### config.mk
export PLATFORM = sky130hd
export DESIGN_NAME = timer_pair_top
export DESIGN_NICKNAME = d
export VERILOG_FILES = /design/src/timer_pair_pkg.sv /design/src/timer_pair_top.sv /design/src/timer_prescaler.sv
export SDC_FILE = /design/constraint.sdc
export NUM_CORES = 1
export LEC_CHECK = 0
export BUFFER_PORTS_ARGS = -buffer_cell sky130_fd_sc_hd__buf_2
export CORE_ASPECT_RATIO = 1.2
export CORE_MARGIN = 5
export CORE_UTILIZATION = 25
export CTS_CLUSTER_DIAMETER = 80
export DETAILED_ROUTE_END_ITERATION = 10
export PLACE_DENSITY_LB_ADDON = 0.2
export SLEW_MARGIN = 40
export SYNTH_ARGS = -nofsm -noshare
export SYNTH_HDL_FRONTEND = slang
export SYNTH_SLANG_ARGS = --single-unit
### constraint.sdc
create_clock -name core_clk -period 4.45 [get_ports core_clk]
set_input_delay 0.445 -clock core_clk [delete_from_list [all_inputs] [get_ports core_clk]]
set_output_delay 0.445 -clock core_clk [all_outputs]
set_load 0.05 [all_outputs]
### src/timer_pair_pkg.sv
// constants shared by the dual 8-bit timer pair block
package timer_pair_pkg;

    // ------------------------------------------------------------
    // register byte offsets
    // ------------------------------------------------------------
    localparam logic [7:0] OFF_RUN    = 8'h00;
    localparam logic [7:0] OFF_MODE_A = 8'h04;
    localparam logic [7:0] OFF_MODE_B = 8'h08;
    localparam logic [7:0] OFF_FFCTRL = 8'h0c;
    localparam logic [7:0] OFF_DBUF   = 8'h10;
    localparam logic [7:0] OFF_CMPL_A = 8'h14;
    localparam logic [7:0] OFF_CMPU_A = 8'h18;
    localparam logic [7:0] OFF_CMPL_B = 8'h1c;
    localparam logic [7:0] OFF_CMPU_B = 8'h20;
    localparam logic [7:0] OFF_COUNT  = 8'h24;

    // ------------------------------------------------------------
    // fields and reset values
    // ------------------------------------------------------------
    localparam int MODE_HI      = 7;   // pair_mode_field [7:6]
    localparam int PWM_LO       = 4;   // pwm_cycle_field [5:4]
    localparam int UCLK_LO      = 2;   // upper clock select [3:2]
    localparam int LCLK_LO      = 0;   // lower clock select [1:0]
    localparam int FF_STRIDE    = 4;   // per pair in flipflop_control_reg
    localparam int FF_INV_EN    = 2;
    localparam int FF_SRC       = 3;
    localparam int PRE_RUN_BIT  = 7;
    localparam logic [7:0] RST_REG8 = 8'h00;
    localparam logic [1:0] ACT_READ = 2'b11;

    typedef enum logic [1:0] {
        MODE_8BIT    = 2'b00,
        MODE_CASCADE = 2'b01,
        MODE_PULSE   = 2'b10,
        MODE_PWM     = 2'b11
    } pair_mode_t;

    typedef enum logic [1:0] {
        ACT_INVERT = 2'b00,
        ACT_SET    = 2'b01,
        ACT_CLEAR  = 2'b10,
        ACT_NONE   = 2'b11
    } ff_action_t;

    localparam logic [1:0] RESP_OKAY   = 2'b00;
    localparam logic [1:0] RESP_SLVERR = 2'b10;

    // ------------------------------------------------------------
    // prescaler taps: log2 of the division from core_clk
    // ------------------------------------------------------------
    localparam int PRE_W        = 11;
    localparam int TAP_LOG [4]  = '{3, 5, 7, 11};

endpackage : timer_pair_pkg

### src/timer_pair_top.sv
// two 8-bit timer pairs with shared output flip-flops, AXI4-Lite registers
//
// Implementation choices: register access over AXI4-Lite and the address map.
`timescale 1ns/1ps
`default_nettype none
module timer_pair_top
    import timer_pair_pkg::*;
#(
    parameter int ADDR_W = 8
)
(
    // clock and reset
    input  wire logic              core_clk,
    input  wire logic              nrst,
    // axi4-lite write
    input  wire logic [ADDR_W-1:0] awaddr,
    input  wire logic              awvalid,
    output logic                   awready,
    input  wire logic [31:0]       wdata,
    input  wire logic [3:0]        wstrb,
    input  wire logic              wvalid,
    output logic                   wready,
    output logic [1:0]             bresp,
    output logic                   bvalid,
    input  wire logic              bready,
    // axi4-lite read
    input  wire logic [ADDR_W-1:0] araddr,
    input  wire logic              arvalid,
    output logic                   arready,
    output logic [31:0]            rdata,
    output logic [1:0]             rresp,
    output logic                   rvalid,
    input  wire logic              rready,
    // external count input of pair a lower timer
    input  wire logic              ext_count_pin,
    // outputs
    output logic                   pair_a_output_pin,
    output logic                   pair_b_output_pin,
    output logic [1:0]             lower_timer_irq,
    output logic [1:0]             upper_timer_irq
);
    import timer_pair_pkg::*;

    if (ADDR_W < 8)
    begin : g_chk
        $error("ADDR_W must be at least 8");
    end

    // ------------------------------------------------------------
    // state
    // ------------------------------------------------------------
    typedef struct packed {
        logic            awready;
        logic            wready;
        logic            bvalid;
        logic [1:0]      bresp;
        logic            arready;
        logic            rvalid;
        logic [1:0]      rresp;
        logic [31:0]     rdata;
        logic            aw_full;
        logic            w_full;
        logic [7:0]      aw_addr;
        logic [7:0]      wbyte;
        logic            wen;
        logic [7:0]      run;
        logic [1:0][7:0] mode;
        logic [7:0]      ffcfg;
        logic [1:0]      dbuf;
        logic [1:0][7:0] cmpl;
        logic [1:0][7:0] cmpu;
        logic [1:0][7:0] dbuf_val;
        logic [1:0][7:0] lcnt;
        logic [1:0][7:0] ucnt;
        logic [1:0]      cmp_en;
        logic [1:0]      ff;
        logic [1:0]      lirq;
        logic [1:0]      uirq;
        logic [2:0]      sync;
        logic            ext_lvl;
    } state_t;

    state_t     s_q;
    state_t     s_d;
    logic [3:0] tick;
    logic       wr_go;
    logic [7:0] wa;

    timer_prescaler u_pre (
        .core_clk (core_clk),
        .nrst     (nrst),
        .run      (s_q.run[PRE_RUN_BIT]),
        .tick     (tick)
    );

    // ------------------------------------------------------------
    // helpers
    // ------------------------------------------------------------
    function automatic logic sel_lower(input logic [1:0] sel, input logic ext,
                                       input logic [3:0] tk);
        case (sel)
            2'b00:   return ext;
            2'b01:   return tk[0];
            2'b10:   return tk[1];
            default: return tk[2];
        endcase
    endfunction : sel_lower

    function automatic logic sel_upper(input logic [1:0] sel, input logic lm,
                                       input logic [3:0] tk);
        case (sel)
            2'b00:   return lm;
            2'b01:   return tk[0];
            2'b10:   return tk[2];
            default: return tk[3];
        endcase
    endfunction : sel_upper

    // unused code 00 falls back to the 6-bit cycle
    function automatic logic [7:0] pwm_top(input logic [1:0] f);
        case (f)
            2'b10:   return 8'h7f;
            2'b11:   return 8'hff;
            default: return 8'h3f;
        endcase
    endfunction : pwm_top

    function automatic logic [31:0] rd_word(input state_t s, input logic [7:0] a,
                                            output logic ok);
        logic [7:0] ffr;
        ffr = s.ffcfg;
        ok  = 1'b1;
        // action fields read as 11; flip-flop state is not visible
        ffr[1:0] = ACT_READ;
        ffr[FF_STRIDE+1:FF_STRIDE] = ACT_READ;
        if (a == OFF_RUN)
            return {24'h000000, s.run};
        else if (a == OFF_MODE_A)
            return {24'h000000, s.mode[0]};
        else if (a == OFF_MODE_B)
            return {24'h000000, s.mode[1]};
        else if (a == OFF_FFCTRL)
            return {24'h000000, ffr};
        else if (a == OFF_DBUF)
            return {30'h0, s.dbuf};
        else if (a == OFF_CMPL_A || a == OFF_CMPU_A || a == OFF_CMPL_B || a == OFF_CMPU_B)
            return 32'h00000000;
        else if (a == OFF_COUNT)
            return {s.ucnt[1], s.lcnt[1], s.ucnt[0], s.lcnt[0]};
        ok = 1'b0;
        return 32'h00000000;
    endfunction : rd_word

    assign wr_go = s_q.aw_full && s_q.w_full && !s_q.bvalid;
    assign wa    = s_q.aw_addr;

    // ------------------------------------------------------------
    // next state
    // ------------------------------------------------------------
    always_comb
    begin
        logic       ext_tick;
        logic       lt;
        logic       ut;
        logic       lm;
        logic       um;
        logic       tog;
        logic       rok;
        logic [7:0] ln;
        logic [7:0] un;
        logic [15:0] n16;
        logic [1:0] md;
        ext_tick = 1'b0;
        lt  = 1'b0;
        ut  = 1'b0;
        lm  = 1'b0;
        um  = 1'b0;
        tog = 1'b0;
        rok = 1'b0;
        ln  = 8'h00;
        un  = 8'h00;
        n16 = 16'h0000;
        md  = 2'b00;
        s_d = s_q;
        s_d.lirq = 2'b00;
        s_d.uirq = 2'b00;

        // pin input: third and second stage must agree before a level counts
        s_d.sync = {s_q.sync[1:0], ext_count_pin};
        if (s_q.sync[1] == s_q.sync[2])
        begin
            s_d.ext_lvl = s_q.sync[2];
            ext_tick    = s_q.sync[2] && !s_q.ext_lvl;
        end

        for (int p = 0; p < 2; p++)
        begin
            md  = s_q.mode[p][MODE_HI:MODE_HI-1];
            lt  = s_q.run[2*p] && sel_lower(s_q.mode[p][LCLK_LO+1:LCLK_LO],
                                            (p == 0) ? ext_tick : 1'b0, tick);
            ln  = s_q.lcnt[p] + 8'h01;
            lm  = 1'b0;
            um  = 1'b0;
            tog = 1'b0;
            case (md)
                MODE_CASCADE:
                begin
                    // upper advances only on lower overflow, own select ignored
                    if (lt)
                    begin
                        n16 = {s_q.ucnt[p], s_q.lcnt[p]} + 16'h0001;
                        if (s_q.cmp_en[p] && n16 == {s_q.cmpu[p], s_q.cmpl[p]})
                        begin
                            s_d.lcnt[p] = 8'h00;
                            s_d.ucnt[p] = 8'h00;
                            s_d.uirq[p] = 1'b1;
                            tog = s_q.ffcfg[FF_STRIDE*p+FF_INV_EN];
                        end
                        else
                        begin
                            s_d.lcnt[p] = n16[7:0];
                            s_d.ucnt[p] = n16[15:8];
                        end
                    end
                end
                MODE_PULSE:
                begin
                    s_d.ucnt[p] = 8'h00;
                    if (lt)
                    begin
                        if (ln == s_q.cmpu[p])
                        begin
                            s_d.lcnt[p] = 8'h00;
                            s_d.lirq[p] = 1'b1;
                            tog = s_q.ffcfg[FF_STRIDE*p+FF_INV_EN];
                            if (s_q.dbuf[p])
                                s_d.cmpl[p] = s_q.dbuf_val[p];
                        end
                        else
                        begin
                            s_d.lcnt[p] = ln;
                            tog = (ln == s_q.cmpl[p]) && s_q.ffcfg[FF_STRIDE*p+FF_INV_EN];
                        end
                    end
                end
                MODE_PWM:
                begin
                    if (lt)
                    begin
                        if (ln == pwm_top(s_q.mode[p][PWM_LO+1:PWM_LO]))
                        begin
                            s_d.lcnt[p] = 8'h00;
                            s_d.lirq[p] = 1'b1;
                            tog = s_q.ffcfg[FF_STRIDE*p+FF_INV_EN];
                            if (s_q.dbuf[p])
                                s_d.cmpl[p] = s_q.dbuf_val[p];
                        end
                        else
                        begin
                            s_d.lcnt[p] = ln;
                            lm  = (ln == s_q.cmpl[p]);
                            tog = lm && s_q.ffcfg[FF_STRIDE*p+FF_INV_EN];
                        end
                    end
                end
                default:
                begin
                    if (lt)
                    begin
                        if (ln == s_q.cmpl[p])
                        begin
                            s_d.lcnt[p] = 8'h00;
                            s_d.lirq[p] = 1'b1;
                            lm = 1'b1;
                        end
                        else
                            s_d.lcnt[p] = ln;
                    end
                end
            endcase

            // upper runs as a plain 8-bit timer in the 8-bit and PWM modes
            if (md == MODE_8BIT || md == MODE_PWM)
            begin
                ut = s_q.run[2*p+1] && sel_upper(s_q.mode[p][UCLK_LO+1:UCLK_LO], lm, tick);
                un = s_q.ucnt[p] + 8'h01;
                if (ut)
                begin
                    if (un == s_q.cmpu[p])
                    begin
                        s_d.ucnt[p] = 8'h00;
                        s_d.uirq[p] = 1'b1;
                        um = 1'b1;
                    end
                    else
                        s_d.ucnt[p] = un;
                end
                if (md == MODE_8BIT)
                    tog = s_q.ffcfg[FF_STRIDE*p+FF_INV_EN] &&
                          (s_q.ffcfg[FF_STRIDE*p+FF_SRC] ? um : lm);
            end

            // stopped timers are held cleared
            if (!s_q.run[2*p])
                s_d.lcnt[p] = 8'h00;
            // cascaded upper half stops and clears with the lower run bit
            if (md == MODE_CASCADE ? !s_q.run[2*p] : !s_q.run[2*p+1])
                s_d.ucnt[p] = 8'h00;
            if (tog)
                s_d.ff[p] = ~s_q.ff[p];
        end

        // bus write: software flip-flop actions override a same-cycle toggle
        if (s_q.bvalid && bready)
            s_d.bvalid = 1'b0;
        if (wr_go)
        begin
            s_d.aw_full = 1'b0;
            s_d.w_full  = 1'b0;
            s_d.bvalid  = 1'b1;
            s_d.bresp   = RESP_OKAY;
            if (wa == OFF_RUN)
            begin
                if (s_q.wen)
                    s_d.run = s_q.wbyte;
            end
            else if (wa == OFF_MODE_A || wa == OFF_MODE_B)
            begin
                if (s_q.wen)
                    s_d.mode[wa == OFF_MODE_B] = s_q.wbyte;
            end
            else if (wa == OFF_FFCTRL)
            begin
                if (s_q.wen)
                begin
                    s_d.ffcfg = s_q.wbyte;
                    for (int p = 0; p < 2; p++)
                    begin
                        case (s_q.wbyte[FF_STRIDE*p+:2])
                            ACT_INVERT: s_d.ff[p] = ~s_q.ff[p];
                            ACT_SET:    s_d.ff[p] = 1'b1;
                            ACT_CLEAR:  s_d.ff[p] = 1'b0;
                            default:    ;
                        endcase
                    end
                end
            end
            else if (wa == OFF_DBUF)
            begin
                if (s_q.wen)
                    s_d.dbuf = s_q.wbyte[1:0];
            end
            else if (wa == OFF_CMPL_A || wa == OFF_CMPL_B)
            begin
                if (s_q.wen)
                begin
                    s_d.dbuf_val[wa == OFF_CMPL_B] = s_q.wbyte;
                    if (!s_q.dbuf[wa == OFF_CMPL_B])
                        s_d.cmpl[wa == OFF_CMPL_B] = s_q.wbyte;
                    s_d.cmp_en[wa == OFF_CMPL_B] = 1'b0;
                end
            end
            else if (wa == OFF_CMPU_A || wa == OFF_CMPU_B)
            begin
                if (s_q.wen)
                begin
                    s_d.cmpu[wa == OFF_CMPU_B]   = s_q.wbyte;
                    s_d.cmp_en[wa == OFF_CMPU_B] = 1'b1;
                end
            end
            else if (wa != OFF_COUNT)
                s_d.bresp = RESP_SLVERR;
        end
        if (awvalid && s_q.awready)
        begin
            s_d.aw_full = 1'b1;
            s_d.aw_addr = awaddr[7:0];
        end
        if (wvalid && s_q.wready)
        begin
            s_d.w_full = 1'b1;
            s_d.wbyte  = wdata[7:0];
            s_d.wen    = wstrb[0];
        end

        // bus read
        if (s_q.rvalid && rready)
            s_d.rvalid = 1'b0;
        if (arvalid && s_q.arready)
        begin
            s_d.rdata  = rd_word(s_q, araddr[7:0], rok);
            s_d.rresp  = rok ? RESP_OKAY : RESP_SLVERR;
            s_d.rvalid = 1'b1;
        end
        s_d.awready = !s_d.aw_full;
        s_d.wready  = !s_d.w_full;
        s_d.arready = !s_d.rvalid;
    end

    always_ff @(posedge core_clk or negedge nrst)
    begin
        if (!nrst)
            s_q <= '0;
        else
            s_q <= s_d;
    end

    // ------------------------------------------------------------
    // outputs
    // ------------------------------------------------------------
    assign awready           = s_q.awready;
    assign wready            = s_q.wready;
    assign bvalid            = s_q.bvalid;
    assign bresp             = s_q.bresp;
    assign arready           = s_q.arready;
    assign rvalid            = s_q.rvalid;
    assign rdata             = s_q.rdata;
    assign rresp             = s_q.rresp;
    assign pair_a_output_pin = s_q.ff[0];
    assign pair_b_output_pin = s_q.ff[1];
    assign lower_timer_irq   = s_q.lirq;
    assign upper_timer_irq   = s_q.uirq;

    logic ffw;
    assign ffw = wr_go && wa == OFF_FFCTRL && s_q.wen;
endmodule : timer_pair_top
`default_nettype wire

### src/timer_prescaler.sv
// prescaler producing one-cycle tick enables for the timer clock taps
`timescale 1ns/1ps
`default_nettype none
module timer_prescaler
    import timer_pair_pkg::*;
(
    // clock and reset
    input  wire logic       core_clk,
    input  wire logic       nrst,
    // control
    input  wire logic       run,
    // taps: /8, /32, /128, /2048
    output logic      [3:0] tick
);
    import timer_pair_pkg::*;

    typedef struct packed {
        logic [PRE_W-1:0] cnt;
    } pre_state_t;

    pre_state_t s_q;
    pre_state_t s_d;

    // stopping clears the chain so restarts have a full first period
    always_comb
    begin
        s_d = s_q;
        s_d.cnt = run ? s_q.cnt + 1'b1 : '0;
        // taps written out: a part-select bound must be constant
        tick[0] = run && (&s_q.cnt[TAP_LOG[0]-1:0]);
        tick[1] = run && (&s_q.cnt[TAP_LOG[1]-1:0]);
        tick[2] = run && (&s_q.cnt[TAP_LOG[2]-1:0]);
        tick[3] = run && (&s_q.cnt[TAP_LOG[3]-1:0]);
    end

    always_ff @(posedge core_clk or negedge nrst)
    begin
        if (!nrst)
            s_q <= '0;
        else
            s_q <= s_d;
    end

endmodule : timer_prescaler
`default_nettype wire
==> flow_metrics.py <==
metrics = {
    "cts": {
        "cts_buffers": 17,
        "ctsHoldBuffers": 1,
        "h-tree-depth": 4,
        "cts.clk_slew.worst_paths_ns": 0.08,
        "post_cts_resized": 0,
        "clockBufferDepth": 2,
        "clock_sinks": 191,
        "cts_tree": "yes",
        "postCtsSetupRepairBufs": 0,
        "cts-root-buf": "clkbuf_16",
        "clk-insertion-delay-late_ns": 0.46,
    },
    "global_route": {
        "grt_pass1_vias": 9557,
        "antenna_found_initial": 0,
        "grt_max_degree": 106,
        "grt_remaining_overflow": 0,
        "grt_pass1_wl_um": 57190,
        "grt.total_usage": 0.1369,
    },
    "finish": {
        "nets": 1330,
        "area_delta_synth_final_pct": 11.17,
        "fill_cells": 5057,
        "antenna_cells": 0,
        "layout-drive-gt1-share": 0.1938,
    },
    "route": {
        "totalWireLength_um": 35510,
        "via_count": 9419,
        "ant_nets": 0,
        "drt_pass1_iterations": 6,
        "viasPerCell": 4.992,
        "drtIter0Drc": 515,
        "avgRoutedWirePerCell_um": 18.82,
        "drc_errors": 0,
    },
    "critical_path": {
        "worst-path-max-fanout": 11,
        "worstSetupEndpointType": "flip-flop",
        "startpoint_type": "flip-flop",
        "critical_path_required_ns": 4.82,
        "worstPathArrival_ns": 4.02,
        "worst-setup-path-type": "flip-flop to flip-flop",
        "rrSetupSlack_ns": 0.80,
    },
    "power_and_ir_drop": {
        "powerDensity_nw_per_um2": 365.2,
        "irDropWorstVdd_v": 0.0002949,
        "power.leakage_nw": 5.713,
    },
    "logic_synthesis": {
        "syn_area_per_cell_um2": 9.599,
        "syn_area_um2": 11980,
        "synth_cell_types": 83,
        "synth_top_cell_by_area": "dfrtp_1",
        "synthFlopType": "dfrtp_1",
        "synth_top_area_share": 0.3990,
        "ys_seq_area_frac": 0.3990,
        "synth_area_leaders": "dfrtp_1, mux2_2, nand2_1",
        "ys_warn_count": 0,
        "syn_inst": 1248,
        "ys_async_sr_fraction": 1.000,
        "synth_edf_count": 0,
        "synth-seq-cells": 191,
    },
    "floorplan": {
        "die_w_um": 209.8,
        "start_util": 0.2536,
        "die_area_um2": 52410,
        "ioPinCount": 107,
        "core_um2": 47240,
        "die_y_um": 249.8,
        "row_count": 87,
    },
    "sta": {
        "post-route-period-util": 0.8210,
        "setup_ws_ns": 0.7964,
        "skew_ns": 0.01429,
        "min_period_ns": 3.654,
        "drv_slew": 0,
        "hold_viol_final": 0,
        "fin_tns_setup_ns": 0,
        "slew-limit-headroom": 0.4690,
        "worst_pin_slew_ns": 0.7948,
        "rsz0062_at_grt": "no",
        "fmax_mhz": 273.7,
        "setup_viol": 0,
    },
    "run": {
        "max-cap-violations": 0,
    },
    "min_path": {
        "worst_hold_path_type": "primary input to flip-flop",
    },
    "status": {
        "outcome": "complete, no violations",
    },
    "placement": {
        "routabilityCongestion": 0.8597,
        "hpwl_um": 26240,
        "place_ws_ns": 0.8053,
        "numPortBuffers": 77,
    },
}
-- layer usage --
metal / track usage / wire length, µm
met1: 0.1921 / 17390
met2: 0.2147 / 16160
met3: 0.02173 / 1204
met4: 0.04662 / 757
met5: 0 / 0
-- final timing paths --
check                               from         to  cells past startpoint
setup / recovery                 s_q[13]    s_q[16]                     10
hold / removal             ext_count_pin     s_d[2]                      1
setup reg to reg                 s_q[13]    s_q[16]                     10
hold reg to reg                   s_d[2]     s_d[3]                      0
max in group asynchronous           nrst    s_q[15]                      3
min in group asynchronous           nrst  rdata[17]                      2
-- placed cells by master, fill, tap and decap left out, types with 26 or more instances in the layout --
| cell type | Yosys | layout |
|---|---|---|
| nand2_1 | 95 | 95 |
| xnor2_1 | 38 | 38 |
| inv_1 | 36 | 36 |
| nor2_1 | 70 | 70 |
| o21ai_0 | 70 | 70 |
| buf_2 | 13 | 76 |
| and2_1 | 26 | 26 |
| a21oi_1 | 41 | 40 |
| mux2_2 | 91 | 91 |
| nand3_1 | 40 | 40 |
| a22oi_1 | 31 | 31 |
| dfrtp_1 | 191 | 191 |
-- cell usage after synthesis, types with 19 or more instances --
library cell,number
dfrtp_1,191
nand2_1,95
mux2_2,91
nor2_1,70
o21ai_0,70
clkbuf_1,51
buf_4,42
a21oi_1,41
nand3_1,40
xnor2_1,38
inv_1,36
a22oi_1,31
and2_1,26
nor3_1,26
a22o_1,25
xor2_1,25
nor2b_1,23
a31oi_1,21
ha_1,19
-- critical path, stage by stage, from the launching register on --
cell and delay (ns):
dfrtp_1 0.54, ha_1 0.44, nand3_1 0.28, o311ai_0 0.38, o21ai_0 0.15, a31oi_1 0.32, nor3_1 0.15, and2_1 0.31
nor4_1 0.61, a22oi_1 0.16, o22ai_1 0.21
-- where the power goes --
part           switching, W  internal [W]  total [W]  leakage (nW)
registers          0.000450       0.00194    0.00239          2.59
logic              0.000514      0.000422   0.000936          2.85
clock network      0.000756      0.000781    0.00154         0.269
total               0.00172       0.00314    0.00486          5.71
-- logic make-up after synthesis --
logic type / count (synthesis) / share of synthesized area
AND/OR/NAND/NOR: 395 / 0.1770
AO/OA/AOI/OAI: 311 / 0.1769
flip-flops: 191 / 0.3990
buffers and inverters: 153 / 0.06256
multiplexers: 104 / 0.1006
XOR/XNOR: 71 / 0.06121
adder cells (fa/ha/maj): 22 / 0.02235
other: 1 / 0.0003130
-- stage by stage --
step / hold slack [ns] / std cells / area, µm² / utilization / total power (W)
final: 0.09210 / 1887 / 13320 / 0.2819 / 0.004863
after global routing: 0.07435 / 1887 / 13320 / 0.2819 / 0.005143
after CTS: 0.06292 / 1887 / 13320 / 0.2819 / 0.004965
after detailed placement: 0.3371 / 1854 / 12740 / 0.2697 / 0.003390
after global placement: 0.3381 / 1854 / 12720 / 0.2693 / 0.003369
after floorplan: 0.1494 / 1249 / 11980 / - / 0.002924
-- sequential cells by signal, indices dropped and copies added (netlist names) --
register           flops
pair_a_output_pin      1
lower_timer_irq        2
wa                     8
arready                1
rresp                  1
wready                 1
s_d                    2
s_q                  125
awready                1
rdata                 32
upper_timer_irq        2
bvalid                 1
bresp                  1
u_pre.s_q             11
pair_b_output_pin      1
rvalid                 1
-- cell type report --
type                    instances  area (µm²)  share of cell area
clock buffers                  18       429.2             0.03223
well taps                     623       779.5             0.05854
repair buffers                100       593.1             0.04454
multi-input cells             905        6465              0.4855
clock inverters                14       135.1             0.01015
flip-flops and latches        191        4780              0.3589
inverters                      36       135.1             0.01015
Power figures use the tool's default switching activity.
